$ cat src/include/fesr_cfg.svh
`ifndef FESR_CFG_SVH
`define FESR_CFG_SVH
// ----------------------------------------
// Opcodes
// ----------------------------------------
`define FESR_OP_WREN 8'h06
`define FESR_OP_WRDI 8'h04
`define FESR_OP_WRSR 8'h01
`define FESR_OP_PROG 8'h02
`define FESR_OP_QPROG 8'h32
`define FESR_OP_SPROG 8'h42
`define FESR_OP_ER4K 8'h20
`define FESR_OP_ER32K 8'h52
`define FESR_OP_ER64K 8'hd8
`define FESR_OP_ERALL1 8'hc7
`define FESR_OP_ERALL2 8'h60
`define FESR_OP_SERASE 8'h44
`define FESR_OP_SUSP 8'h75
`define FESR_OP_RESUME 8'h7a
// ----------------------------------------
// Timing
// ----------------------------------------
`define FESR_CLK_NS 20
`define FESR_RESUME_NS 200
`define FESR_RESUME_CYC (`FESR_RESUME_NS / `FESR_CLK_NS)
`define FESR_ER4K_CYC 32'd2500000
`define FESR_ER32K_CYC 32'd7500000
`define FESR_ER64K_CYC 32'd10000000
`define FESR_ERALL_CYC 32'd100000000
`define FESR_PROG_CYC 32'd25000
`define FESR_SUS_CYC 32'd1000
`endif

$ cat src/include/fesr_pkg.sv
package fesr_pkg;
   typedef enum logic [3:0] {
      FESR_OP_NONE = 4'h1,
      FESR_OP_ERASE = 4'h2,
      FESR_OP_ERASEALL = 4'h4,
      FESR_OP_PROGRAM = 4'h8
   } fesr_kind_t;
   typedef enum logic [3:0] {
      FESR_IDLE = 4'h1,
      FESR_RUN = 4'h2,
      FESR_SUSPENDING = 4'h4,
      FESR_SUSPENDED = 4'h8
   } fesr_state_t;
endpackage : fesr_pkg

$ cat src/design/fesr_shift_in.sv
`timescale 1ns/100ps
`default_nettype none
`include "fesr_cfg.svh"
module fesr_shift_in (
   input wire logic clk_sys,
   input wire logic rst,
   input wire logic serClk,
   input wire logic selectN,
   input wire logic serialIn,
   output logic [7:0] frameByte,
   output logic byteDone,
   output logic frameEnd,
   output logic frameAligned,
   output logic [5:0] frameBytes
);
   // ----------------------------------------
   // Synchronisers
   // ----------------------------------------
   logic [1:0] clkSync_q, selSync_q, dinSync_q;
   logic clkOld_q;
   logic selOld_q;
   logic [7:0] shift_q, shift_d;
   logic [2:0] bitCnt_q, bitCnt_d;
   logic [5:0] bytes_q, bytes_d;
   logic rise;
   logic [7:0] byte_q, byte_d;
   logic done_q, done_d;
   always_ff @(posedge clk_sys or posedge rst) begin
      if (rst) begin
         clkSync_q <= 2'h0;
         selSync_q <= 2'h3;
         dinSync_q <= 2'h0;
         clkOld_q <= 1'b0;
         selOld_q <= 1'b1;
         shift_q <= 8'h00;
         bitCnt_q <= 3'h0;
         bytes_q <= 6'h00;
         byte_q <= 8'h00;
         done_q <= 1'b0;
      end else begin
         clkSync_q <= {clkSync_q[0], serClk};
         selSync_q <= {selSync_q[0], selectN};
         dinSync_q <= {dinSync_q[0], serialIn};
         clkOld_q <= clkSync_q[1];
         selOld_q <= selSync_q[1];
         shift_q <= shift_d;
         bitCnt_q <= bitCnt_d;
         bytes_q <= bytes_d;
         byte_q <= byte_d;
         done_q <= done_d;
      end
   end
   // RULE22: rising edge sample
   assign rise = clkSync_q[1] & ~clkOld_q;
   always_comb begin
      shift_d = shift_q;
      bitCnt_d = bitCnt_q;
      bytes_d = bytes_q;
      byte_d = byte_q;
      done_d = 1'b0;
      if (selSync_q[1]) begin
         bitCnt_d = 3'h0;
         if (!selOld_q) begin
            bytes_d = bytes_q;
         end else begin
            bytes_d = 6'h00;
         end
      end else if (rise) begin
         shift_d = {shift_q[6:0], dinSync_q[1]};
         bitCnt_d = bitCnt_q + 3'h1;
         if (bitCnt_q == 3'h7) begin
            byte_d = {shift_q[6:0], dinSync_q[1]};
            done_d = 1'b1;
            if (bytes_q != 6'h3f) begin
               bytes_d = bytes_q + 6'h01;
            end
         end
      end
   end
   assign frameByte = byte_q;
   assign byteDone = done_q;
   assign frameEnd = selSync_q[1] & ~selOld_q;
   // RULE5: byte boundary check
   assign frameAligned = (bitCnt_q == 3'h0);
   assign frameBytes = bytes_q;
endmodule : fesr_shift_in
`default_nettype wire

$ cat src/design/fesr_sequencer.sv
`timescale 1ns/100ps
`default_nettype none
`include "fesr_cfg.svh"
// Function
// RULE1: Opcode 20h plus address erases the addressed 4 KB sector to ones.
// RULE2: Erases accepted only with write latch set; host writes enable first.
// RULE3: Opcode D8h erases a 64 KB block, 52h a 32 KB half block.
// RULE4: Opcodes C7h and 60h erase whole array, no address bytes.
// RULE5: Select must rise on a byte boundary, else command discarded.
// RULE6: Busy held high during self-timed erase, status stays readable.
// RULE7: Write latch cleared when an erase cycle completes.
// RULE8: Protected region erase refused; chip erase refused if anything protected.
// RULE9: Suspend acted on only when not suspended, busy, and suspendable op runs.
// RULE10: Suspend ignored during chip erase.
// RULE11: During erase suspend, status write and all erases rejected.
// RULE12: During program suspend, status write and programs rejected.
// RULE13: Accepted suspend sets suspend flag at once, busy drops within latency.
// RULE14: Suspended device allows other-region work per suspended kind.
// RULE15: Program or erase aimed at suspended sector ignored.
// RULE16: Resume clears suspend flag now, raises busy within 200 ns, finishes.
// RULE17: Resume ignored unless suspended and not busy.
// RULE18: Host waits suspend latency after resume before suspending again.
// RULE19: Power loss while suspended leaves suspend flag at zero.
// RULE20: Write-disable opcode clears the write latch.
// RULE21: Write-enable opcode sets the write latch.
// RULE22: Opcode and address bits sampled on serial clock rising edge.
// RULE23: Erase and suspend durations are cycle-count parameters.
module fesr_sequencer #(
   parameter logic [31:0] ER4K_CYC = `FESR_ER4K_CYC,
   parameter logic [31:0] ER32K_CYC = `FESR_ER32K_CYC,
   parameter logic [31:0] ER64K_CYC = `FESR_ER64K_CYC,
   parameter logic [31:0] ERALL_CYC = `FESR_ERALL_CYC,
   parameter logic [31:0] PROG_CYC = `FESR_PROG_CYC,
   parameter logic [31:0] SUS_CYC = `FESR_SUS_CYC
) (
   input wire logic clk_sys,
   input wire logic rst,
   input wire logic serClk,
   input wire logic selectN,
   input wire logic serialIn,
   input wire logic [23:0] protectLow,
   input wire logic [23:0] protectHigh,
   input wire logic protectAny,
   output logic busyFlag,
   output logic write_latch_flag,
   output logic suspend_flag,
   output logic eraseStart,
   output logic [23:0] eraseBase,
   output logic [23:0] eraseSize,
   output logic eraseDone
);
   // ----------------------------------------
   // Frame capture
   // ----------------------------------------
   logic [7:0] frameByte;
   logic byteDone, frameEnd, frameAligned;
   logic [5:0] frameBytes;
   // RULE22: rising edge capture
   fesr_shift_in u_shift (
      .clk_sys(clk_sys),
      .rst(rst),
      .serClk(serClk),
      .selectN(selectN),
      .serialIn(serialIn),
      .frameByte(frameByte),
      .byteDone(byteDone),
      .frameEnd(frameEnd),
      .frameAligned(frameAligned),
      .frameBytes(frameBytes)
   );
   // ----------------------------------------
   // Opcode and address capture
   // ----------------------------------------
   logic [7:0] op_q, op_d;
   logic [23:0] addr_q, addr_d;
   always_ff @(posedge clk_sys or posedge rst) begin
      if (rst) begin
         op_q <= 8'h00;
         addr_q <= 24'h000000;
      end else begin
         op_q <= op_d;
         addr_q <= addr_d;
      end
   end
   always_comb begin
      op_d = op_q;
      addr_d = addr_q;
      if (byteDone) begin
         if (frameBytes == 6'h01) begin
            op_d = frameByte;
         end else if (frameBytes <= 6'h04) begin
            addr_d = {addr_q[15:0], frameByte};
         end
      end
   end
   // ----------------------------------------
   // Decode helpers
   // ----------------------------------------
   function automatic logic [23:0] fesr_size(input logic [7:0] op);
      case (op)
         `FESR_OP_ER4K: fesr_size = 24'h001000;
         `FESR_OP_ER32K: fesr_size = 24'h008000;
         `FESR_OP_ER64K: fesr_size = 24'h010000;
         `FESR_OP_PROG, `FESR_OP_QPROG: fesr_size = 24'h000100;
         default: fesr_size = 24'h100000;
      endcase
   endfunction : fesr_size
   function automatic logic [31:0] fesr_time(input logic [7:0] op);
      case (op)
         `FESR_OP_ER4K: fesr_time = ER4K_CYC;
         `FESR_OP_ER32K: fesr_time = ER32K_CYC;
         `FESR_OP_ER64K: fesr_time = ER64K_CYC;
         `FESR_OP_PROG, `FESR_OP_QPROG: fesr_time = PROG_CYC;
         default: fesr_time = ERALL_CYC;
      endcase
   endfunction : fesr_time
   // ----------------------------------------
   // Command qualifiers
   // ----------------------------------------
   logic isErase, isAll, isProg, isSized, isFrameOk, hitsProt, hitsSusp;
   logic [23:0] base;
   assign isAll = (op_q == `FESR_OP_ERALL1) || (op_q == `FESR_OP_ERALL2);
   assign isSized = (op_q == `FESR_OP_ER4K) || (op_q == `FESR_OP_ER32K) ||
      (op_q == `FESR_OP_ER64K);
   assign isErase = isAll || isSized;
   assign isProg = (op_q == `FESR_OP_PROG) || (op_q == `FESR_OP_QPROG);
   assign base = addr_q & ~(fesr_size(op_q) - 24'h000001);
   // RULE5: exact length check
   assign isFrameOk = frameAligned &&
      (isAll ? (frameBytes == 6'h01) : (frameBytes == 6'h04));
   // RULE8: protection overlap
   assign hitsProt = isAll ? protectAny :
      ((base <= protectHigh) && ((base + fesr_size(op_q) - 24'h000001) >= protectLow));
   // ----------------------------------------
   // Operation state machine
   // ----------------------------------------
   fesr_pkg::fesr_state_t st_q, st_d;
   fesr_pkg::fesr_kind_t kind_q, kind_d;
   logic [31:0] cnt_q, cnt_d;
   logic [31:0] left_q, left_d;
   logic [23:0] opBase_q, opBase_d, opSize_q, opSize_d;
   logic wel_q, wel_d, sus_q, sus_d, busy_q, busy_d;
   logic start_q, start_d, done_q, done_d;
   // RULE15: suspended sector guard
   assign hitsSusp = sus_q && ((addr_q & 24'hfff000) == (opBase_q & 24'hfff000));
   // ----------------------------------------
   // Operation registers
   // ----------------------------------------
   always_ff @(posedge clk_sys or posedge rst) begin
      if (rst) begin
         st_q <= fesr_pkg::FESR_IDLE;
         kind_q <= fesr_pkg::FESR_OP_NONE;
         cnt_q <= 32'h00000000;
         left_q <= 32'h00000000;
         opBase_q <= 24'h000000;
         opSize_q <= 24'h000000;
         wel_q <= 1'b0;
         // RULE19: suspend cleared at power-up
         sus_q <= 1'b0;
         busy_q <= 1'b0;
         start_q <= 1'b0;
         done_q <= 1'b0;
      end else begin
         st_q <= st_d;
         kind_q <= kind_d;
         cnt_q <= cnt_d;
         left_q <= left_d;
         opBase_q <= opBase_d;
         opSize_q <= opSize_d;
         wel_q <= wel_d;
         sus_q <= sus_d;
         busy_q <= busy_d;
         start_q <= start_d;
         done_q <= done_d;
      end
   end
   // ----------------------------------------
   // Next-state logic
   // ----------------------------------------
   always_comb begin
      st_d = st_q;
      kind_d = kind_q;
      cnt_d = cnt_q;
      left_d = left_q;
      opBase_d = opBase_q;
      opSize_d = opSize_q;
      wel_d = wel_q;
      sus_d = sus_q;
      busy_d = busy_q;
      start_d = 1'b0;
      done_d = 1'b0;
      unique case (st_q)
         fesr_pkg::FESR_IDLE: begin
            // RULE2: latch required
            // RULE14: other-region erase
            if (frameEnd && isErase && isFrameOk && wel_q && !hitsProt) begin
               // RULE11: erase suspend blocks erases
               // RULE10: chip erase only when not suspended
               if (!sus_q || (kind_q == fesr_pkg::FESR_OP_PROGRAM && !isAll && !hitsSusp)) begin
                  // RULE1: sector erase start
                  // RULE3: block erase start
                  // RULE4: chip erase start
                  // RULE6: busy raised
                  st_d = fesr_pkg::FESR_RUN;
                  busy_d = 1'b1;
                  start_d = 1'b1;
                  cnt_d = fesr_time(op_q);
                  opBase_d = isAll ? 24'h000000 : base;
                  opSize_d = fesr_size(op_q);
                  kind_d = isAll ? fesr_pkg::FESR_OP_ERASEALL : fesr_pkg::FESR_OP_ERASE;
                  left_d = cnt_q;
               end
            end
            // RULE12: program suspend blocks programs
            // RULE14: program during erase suspend
            else if (frameEnd && isProg && frameAligned && frameBytes > 6'h04 && wel_q &&
                  !hitsProt &&
                  (!sus_q || (kind_q == fesr_pkg::FESR_OP_ERASE && !hitsSusp))) begin
               st_d = fesr_pkg::FESR_RUN;
               busy_d = 1'b1;
               cnt_d = PROG_CYC;
               opBase_d = addr_q;
               opSize_d = 24'h000100;
               kind_d = fesr_pkg::FESR_OP_PROGRAM;
            end
            // RULE16: resume accepted
            // RULE17: resume conditions
            else if (frameEnd && frameAligned && frameBytes == 6'h01 &&
                  op_q == `FESR_OP_RESUME && sus_q && !busy_q) begin
               sus_d = 1'b0;
               st_d = fesr_pkg::FESR_SUSPENDED;
               cnt_d = 32'(`FESR_RESUME_CYC);
            end
         end
         fesr_pkg::FESR_RUN: begin
            // RULE23: timer countdown
            if (cnt_q <= 32'h00000001) begin
               st_d = fesr_pkg::FESR_IDLE;
               busy_d = 1'b0;
               // RULE7: latch cleared
               wel_d = 1'b0;
               done_d = (kind_q != fesr_pkg::FESR_OP_PROGRAM);
               kind_d = fesr_pkg::FESR_OP_NONE;
               cnt_d = 32'h00000000;
            end else begin
               cnt_d = cnt_q - 32'h00000001;
            end
            // RULE9: suspend acceptance
            // RULE10: chip erase not suspendable
            if (frameEnd && frameAligned && frameBytes == 6'h01 && op_q == `FESR_OP_SUSP &&
                  !sus_q && busy_q && kind_q != fesr_pkg::FESR_OP_ERASEALL &&
                  cnt_q > 32'h00000001) begin
               // RULE13: suspend flag at once
               sus_d = 1'b1;
               left_d = cnt_q;
               cnt_d = SUS_CYC;
               st_d = fesr_pkg::FESR_SUSPENDING;
            end
         end
         fesr_pkg::FESR_SUSPENDING: begin
            // RULE13: busy drops within latency
            if (cnt_q <= 32'h00000001) begin
               busy_d = 1'b0;
               st_d = fesr_pkg::FESR_IDLE;
               cnt_d = left_q;
            end else begin
               cnt_d = cnt_q - 32'h00000001;
            end
         end
         fesr_pkg::FESR_SUSPENDED: begin
            // RULE16: busy back within 200 ns
            if (cnt_q <= 32'h00000001) begin
               busy_d = 1'b1;
               st_d = fesr_pkg::FESR_RUN;
               cnt_d = left_q;
            end else begin
               cnt_d = cnt_q - 32'h00000001;
            end
         end
         default: begin
            st_d = fesr_pkg::FESR_IDLE;
         end
      endcase
      // Latch commands last so a write enable wins over a completion clear
      if (frameEnd && frameAligned) begin
         // RULE21: write enable
         if (op_q == `FESR_OP_WREN && frameBytes == 6'h01) begin
            wel_d = 1'b1;
         end
         // RULE20: write disable
         if (op_q == `FESR_OP_WRDI && frameBytes == 6'h01) begin
            wel_d = 1'b0;
         end
      end
   end
   // ----------------------------------------
   // Status outputs
   // ----------------------------------------
   assign busyFlag = busy_q;
   assign write_latch_flag = wel_q;
   assign suspend_flag = sus_q;
   assign eraseStart = start_q;
   assign eraseBase = opBase_q;
   assign eraseSize = opSize_q;
   assign eraseDone = done_q;
endmodule : fesr_sequencer
`default_nettype wire

$ cat config.mk
export PLATFORM = sky130hd
export DESIGN_NAME = fesr_sequencer
export DESIGN_NICKNAME = d
export VERILOG_FILES = /design/src/include/fesr_pkg.sv /design/src/design/fesr_shift_in.sv /design/src/design/fesr_sequencer.sv
export VERILOG_INCLUDE_DIRS = /design/src /design/src/include
export SDC_FILE = /design/constraint.sdc
export NUM_CORES = 1
export LEC_CHECK = 0
export BUFFER_PORTS_ARGS = -buffer_cell sky130_fd_sc_hd__buf_2
export CAP_MARGIN = 20
export CORE_ASPECT_RATIO = 0.6
export CORE_MARGIN = 1
export CORE_UTILIZATION = 50
export DETAILED_ROUTE_END_ITERATION = 10
export PLACE_DENSITY = 0.67
export SYNTH_ARGS = -nofsm -noshare
export SYNTH_HDL_FRONTEND = slang
export SYNTH_SLANG_ARGS = --single-unit
$ cat constraint.sdc
create_clock -name clk_sys -period 7.3 [get_ports clk_sys]
set_input_delay 0.365 -clock clk_sys [delete_from_list [all_inputs] [get_ports clk_sys]]
set_output_delay 0.365 -clock clk_sys [all_outputs]
set_load 0.01 [all_outputs]
After elaboration in Yosys (flattened, before gate mapping) --
Index checks and enable logic that the tools add are counted.
Operators by class: add/subtract/negate cells 6, mux-type cells 68, magnitude comparators 6, equality and inequality tests 38, bitwise operators 8, reductions and logical operators 63
Operators by type and width (number):
- 2-to-1 mux 32 bit | 10
- 2-to-1 mux 24 bit | 7
- one-hot mux 27 bit (4 select lines) | 1
- one-hot mux 32 bit (3 select lines) | 1
- one-hot mux 21 bit (4 select lines) | 1
- one-hot mux 32 bit (2 select lines) | 1
- subtractor 24 x 1 -> 24 bit (second input constant) | 2
- 2-to-1 mux 4 bit | 11
- == test 8 x 7 -> 1 bit (second input constant) | 4
- greater-than comparator 32 x 1 -> 1 bit (second input constant) | 1
- <= comparator 32 x 1 -> 1 bit (second input constant) | 1
- subtractor 32 x 1 -> 32 bit (second input constant) | 1
- 2-to-1 mux 6 bit | 5
- logical AND 1 bit | 28
- adder 24 bit | 1
- bitwise AND 24 bit | 1
- >= comparator 24 bit | 1
- <= comparator 24 bit | 1
- 2-to-1 mux 1 bit | 24
- inverter 24 bit | 1
- != test 2 bit (second input constant) | 9
- == test 8 x 3 -> 1 bit (second input constant) | 2
- == test 8 x 6 -> 1 bit (second input constant) | 2
- == test 8 bit (second input constant) | 2
- other kinds (35) | 71
Storage, ports and cells: output and inout bits 53, input port bits 54, bits in registers 190

Logic depth before layout (Yosys ltp) --
depth after elaboration 17, gate-level depth with buffers 27, gate-level depth less buffers 24

Cells and area by module --
A second synthesis with hierarchy kept.
Second synthesis, totals: cell total of the unflattened synthesis 1056, area total of the unflattened synthesis 10293.6 um^2
By module, submodules not included:
- fesr_sequencer | cells each 958, seq. area each 3455.8 um^2, area an instance 8934.8 um^2, times used 1
- fesr_shift_in | cells each 98, seq. area each 829.5 um^2, area an instance 1358.8 um^2, times used 1

Least setup slack after synthesis --
No wires, ideal clock.
path type register to register, start point reg op_q[5], end point reg cnt_q[10], path buffers 3, setup time 0.125 ns, cell stages (with the launch flop) 26, slack 1.730 ns, arrival 5.446 ns, period minus slack after synthesis 5.570 ns, data required time 7.175 ns, cell sequence dfrtp_1 -> clkbuf_1 -> or3b_2 -> nor3_1 -> inv_1 -> ha_1 -> xor2_1 -> nand2_1 -> ha_1 -> inv_1 -> ha_1 -> or3_1 -> o311ai_0 -> o21ai_0 -> a21oi_1 -> xnor2_1 -> ha_1 -> a21o_1 -> a21oi_1 -> nand4_1 -> o211ai_1 -> buf_2 -> nand3_1 -> nand2_1 -> buf_4 -> mux2_2
On the way: word-level cells in the longest chain between the ends 17, elaborated cells between the ends (all ways) 59, those cells by class 3 x add/sub; 2 x order compare; 11 x eq/ne; 9 x mux; 2 x bitwise; 32 x reduce/logical
RTL lines:
- from (decl) | RTL line fesr_sequencer.sv:74 | logic [7:0] op_q, op_d;
- from (signal assigned) | RTL line fesr_sequencer.sv:81 | op_q <= op_d;
- == test 8 x 2 -> 1 bit or == test 8 x 6 -> 1 bit (tied branches) | RTL line fesr_sequencer.sv:100, fesr_sequencer.sv:109
- OR reduction 2 bit | RTL line fesr_sequencer.sv:100, fesr_sequencer.sv:109
- one-hot mux 21 bit (4 select lines) | RTL line fesr_sequencer.sv:100 | case (op)
- subtractor 24 x 1 -> 24 bit | RTL line fesr_sequencer.sv:127 | assign base = addr_q & ~(fesr_size(op_q) - 24'h000001);
- inverter 24 bit | RTL line fesr_sequencer.sv:127
- bitwise AND 24 bit | RTL line fesr_sequencer.sv:127
- adder 24 bit | RTL line fesr_sequencer.sv:133 | ((base <= protectHigh) && ((base + fesr_size(op_q) - 24'h000001) >= protectLow));
- subtractor 24 x 1 -> 24 bit | RTL line fesr_sequencer.sv:133
- >= comparator 24 bit | RTL line fesr_sequencer.sv:133
- logical AND 1 bit | RTL line fesr_sequencer.sv:133
- 2-to-1 mux 1 bit | RTL line fesr_sequencer.sv:132 | assign hitsProt = isAll ? protectAny :
- logical NOT 1 bit | RTL line fesr_sequencer.sv:196, fesr_sequencer.sv:217
- logical AND 1 bit | RTL line fesr_sequencer.sv:216 | else if (frameEnd && isProg && frameAligned && frameBytes > 6'h04 && wel_q &&
- logical AND 1 bit | RTL line fesr_sequencer.sv:217 | !hitsProt &&
- 2-to-1 mux 32 bit | RTL line fesr_sequencer.sv:216
- 2-to-1 mux 32 bit | RTL line fesr_sequencer.sv:196 | if (frameEnd && isErase && isFrameOk && wel_q && !hitsProt) begin
- one-hot mux 32 bit (3 select lines) | RTL line fesr_sequencer.sv:192 | unique case (st_q)
- to (signal assigned) | RTL line fesr_sequencer.sv:166 | cnt_q <= cnt_d;
- to (decl) | RTL line fesr_sequencer.sv:139 | logic [31:0] cnt_q, cnt_d;
Several ways; a longest one is shown, not always the timed one. The select of a mux whose other input is x is not followed. A chain may end at the register's enable or synchronous reset.

Worst setup path in the final report --
start point reg op_q[2], end point reg cnt_q[1]
On the way: word-level cells in the longest chain between the ends 17, elaborated cells between the ends (all ways) 57, those cells by class 3 x add/sub; 2 x order compare; 11 x eq/ne; 7 x mux; 2 x bitwise; 32 x reduce/logical
RTL lines (RTL line):
- == test 8 x 2 -> 1 bit or == test 8 x 6 -> 1 bit (tied branches) | fesr_sequencer.sv:100
- OR reduction 2 bit | fesr_sequencer.sv:100
- one-hot mux 21 bit (4 select lines) | fesr_sequencer.sv:100
- subtractor 24 x 1 -> 24 bit | fesr_sequencer.sv:127
- inverter 24 bit | fesr_sequencer.sv:127
- bitwise AND 24 bit | fesr_sequencer.sv:127
- adder 24 bit | fesr_sequencer.sv:133
- subtractor 24 x 1 -> 24 bit | fesr_sequencer.sv:133
- >= comparator 24 bit | fesr_sequencer.sv:133
- logical AND 1 bit | fesr_sequencer.sv:133
- 2-to-1 mux 1 bit | fesr_sequencer.sv:132
- logical NOT 1 bit | fesr_sequencer.sv:196, fesr_sequencer.sv:217
- logical AND 1 bit | fesr_sequencer.sv:216
- logical AND 1 bit | fesr_sequencer.sv:217
- 2-to-1 mux 32 bit | fesr_sequencer.sv:216
- 2-to-1 mux 32 bit | fesr_sequencer.sv:196
- one-hot mux 32 bit (3 select lines) | fesr_sequencer.sv:192
Several ways; a longest one is shown, not always the timed one.

==> results.sh <==
export IMPL_antenna_found_initial=2
export IMPL_port_buffers=79
export IMPL_synthSimpleGateAreaFrac=0.169
export IMPL_cp_common_cell="ha_1"
export IMPL_routabilityCongestion=0.869
export IMPL_first_pass_iters=5
export IMPL_skew_ns=0.0163
export IMPL_ys_flop_type="dfrtp_1"
export IMPL_finalWirelength_um=26500
export IMPL_synth_edf_count=0
export IMPL_synth_common_cells="dfrtp_1, nand2_1, inv_1"
export IMPL_core_mm2=0.0200
export IMPL_fillCellCount=1717
export IMPL_synth_area_mux_share=0.109
export IMPL_rsz0062_at_grt="false"
export IMPL_synth_cell_types=70
export IMPL_drcViolationCount=0
export IMPL_dieWidth_um=187
export IMPL_die_h_um=113
export IMPL_clock_sinks=171
export IMPL_final_cells=1396
export IMPL_ir_worst_vdd_mv=0.170
export IMPL_overflow=0
export IMPL_synth_compound_area_frac=0.131
export IMPL_synth_warnings=0
export IMPL_cts_root_buf="clkbuf_16"
export IMPL_drive_above_1_share=0.205
export IMPL_start_util=0.510
export IMPL_ys_seq_area_frac=0.420
export IMPL_fmaxAchievable_mhz=147
export IMPL_setup_viol=0
export IMPL_relSlewSlack=0.285
export IMPL_hold_violations=0
export IMPL_grt_max_degree=117
export IMPL_drt_wirelength_per_cell_um=19.0
export IMPL_synth_cells=1039
export IMPL_leakage_uw=0.00558
export IMPL_dp_cells=1362
export IMPL_synth_area_mm2=0.0102
export IMPL_post_cts_setup_buffers=0
export IMPL_fin_nets=1220
export IMPL_die_area_mm2=0.0210
export IMPL_power_density_mw_per_mm2=176
export IMPL_path_class="register to register"
export IMPL_crit_chain="nor4_1 > and4b_1 > inv_1 > ha_1 > xor2_1 > nand2_1 > ha_1 > inv_1 > ha_1 > nand2_1 > o21bai_1 > a21oi_1 > o31ai_1 > mux2i_1 > nor2_1 > ha_1 > nand4_1 > nor3_1 > o21ai_0 > nand4_1 > o211ai_1 > and3_1 > nor2_1 > o21ai_0"
export IMPL_cp_required_ns=7.59
export IMPL_grt_pass1_wl_um=42300
export IMPL_clock_path_buffers=2
export IMPL_vias_per_cell=5.84
export IMPL_cap_viol_max_count=0
export IMPL_cp_max_fo=13
export IMPL_r2r_worst_path_cells=24
export IMPL_first_global_vias=7558
export IMPL_cts_tree="built"
export IMPL_cp_end_kind="register"
export IMPL_vias=8157
export IMPL_synth_seq_cells=171
export IMPL_ant_nets=0
export IMPL_max_stage_delay_ns=0.62
export IMPL_r2r_start="op_q[2]$_DFFE_PP0P_"
export IMPL_status="finished clean"
export IMPL_min_period_over_period=0.933
export IMPL_async_flop_share=1.00
export IMPL_postSynthAreaPerCell_um2=9.83
export IMPL_io_pins=107
export IMPL_drt_iter0_drc=702
export IMPL_reg2reg_slack_ns=0.49
export IMPL_dp_hpwl_um=18800
export IMPL_synth_top_cell_area_share=0.407
export IMPL_fin_tns_setup_ns=0
export IMPL_hp_start="selectN"
export IMPL_synthTopCellsByArea="dfrtp_1, ha_1, mux2_2, mux2_4, nand2_1"
export IMPL_start_kind="register"
export IMPL_antennaDiodeCount=0
export IMPL_arrival_ns=7.10
export IMPL_track_usage=0.260
export IMPL_htree_levels=4
export IMPL_rows=40
export IMPL_synth_area_leader_cell="dfrtp_1"
export IMPL_worstMarginPinSlew_ns=1.07
export IMPL_area_delta_synth_final_pct=12.4
export IMPL_finalPower_uw=2020
export IMPL_synth_xor_area_frac=0.0420
export IMPL_hp_class="input port to register"
export IMPL_insertion_delay_ns=0.44
export IMPL_cts_resized=0
export IMPL_synth_most_common_cell="dfrtp_1"
export IMPL_critPathSlowestCell="and4b_1"
export IMPL_clkTransAtPathRegs_ns=0.07
export IMPL_synth_top_family_by_area="simple AND/OR/NAND/NOR gates"
export IMPL_hold_end="u_shift.selSync_q[0]$_DFF_PP1_"
export IMPL_min_period_ns=6.81
export IMPL_holdPathStages=1
export IMPL_synth_adder_area_share=0.0693
export IMPL_rr_endpoint="cnt_q[1]$_DFFE_PP0P_"
export IMPL_drv_slew=0
export IMPL_numCtsBuffers=17
-- sequential cells by signal, summed over array words and instances, names as in the netlist, 2 cells and up --
name and flops:
op_q 8, u_shift.shift_q 7, left_q 32, kind_q 4
u_shift.selSync_q 2, st_q 4, eraseBase 24, u_shift.frameByte 8
u_shift.dinSync_q 2, u_shift.clkSync_q 2, addr_q 24, cnt_q 32
u_shift.bitCnt_q 3, u_shift.frameBytes 6, eraseSize 5
-- critical path: cells and delay by family, from the launching register on --
kind | cells | cell delay [ns]
mux | 1 | 0.27
compound gates | 6 | 1.49
flops | 1 | 0.42
simple gates | 10 | 2.87
buf+inv | 2 | 0.22
fa+ha+maj | 4 | 1.20
xor+xnor | 1 | 0.17
-- cell type report --
| type | instances | area (um^2) | share of cell area |
|---|---|---|---|
| Multi-Input combinational cell | 756 | 5410 | 0.471 |
| Sequential cell | 171 | 4290 | 0.373 |
| Timing Repair Buffer | 96 | 558 | 0.0486 |
| Clock buffer | 19 | 443 | 0.0386 |
| Tap cell | 273 | 342 | 0.0298 |
| Inverter | 68 | 260 | 0.0227 |
| Clock inverter | 13 | 181 | 0.0158 |
-- cells by family (layout without fill, tap and decap cells) --
| logic type | after synthesis | count (layout) |
|---|---|---|
| AO/OA/AOI/OAI | 204 | 204 |
| XOR/XNOR | 49 | 49 |
| AND/OR/NAND/NOR | 339 | 339 |
| adder cells (fa/ha/maj) | 56 | 56 |
| other | 1 | 19 |
| multiplexers | 89 | 89 |
| buffers and inverters | 130 | 196 |
| flip-flops | 171 | 171 |
-- cells in the final DEF (no fill, tap or decap), drive strengths merged, types with 9 or more instances in the layout --
master and n:
nand4 16, o21ai 53, buf 95, or3 9, nor3 30, nand2b 12, conb 19, inv 73
a21oi 52, clkbuf 19, nor4 19, nand3 36, xor2 17, a21o 10, mux2 85, a22o 9
nand2 105, ha 55, dfrtp 166, xnor2 32, and2 14, nor2 51
-- how the worst max path moves through the flow --
stage	to	slack [ns]	cells past startpoint	start
floorplan	cnt_q[10]$_DFFE_PP0P_	1.73	25	op_q[5]$_DFFE_PP0P_
global placement	cnt_q[24]$_DFFE_PP0P_	0.74	23	op_q[2]$_DFFE_PP0P_
detailed placement	cnt_q[1]$_DFFE_PP0P_	0.56	24	op_q[2]$_DFFE_PP0P_
CTS	cnt_q[1]$_DFFE_PP0P_	0.54	24	op_q[2]$_DFFE_PP0P_
global route	cnt_q[1]$_DFFE_PP0P_	0.02	23	op_q[2]$_DFFE_PP0P_
finish	cnt_q[1]$_DFFE_PP0P_	0.49	24	op_q[2]$_DFFE_PP0P_
-- per-stage QoR --
step                      setup slack (ns)  area, um^2  hold WS [ns]   util
after global routing                0.0212       11500       0.00217  0.573
after global placement               0.735       10800         0.333  0.540
after detailed placement             0.555       10800         0.337  0.540
after floorplan                       1.73       10300         0.331      -
after CTS                            0.545       11400       0.00649  0.571
final                                0.486       11500        0.0249  0.573
-- routing by layer --
layer	GRT usage	vias to the layer above	part of all wire
li1	-	3832	-
met1	0.423	3969	0.51
met2	0.341	338	0.39
met3	0.0679	18	0.096
met4	0.0470	0	0.0076
met5	0	-	0
-- power breakdown --
part           switching (uW)  internal [uW]
Combinational            44.4           32.7
Clock                     408            558
Sequential               13.2            967
-- repair_timing --
action                                  CTS  global route
endpoints found under the setup margin    0             0
endpoints found under the hold margin     0            15
hold buffers                              0             1
Note: power is estimated with default switching activity, not from simulation.
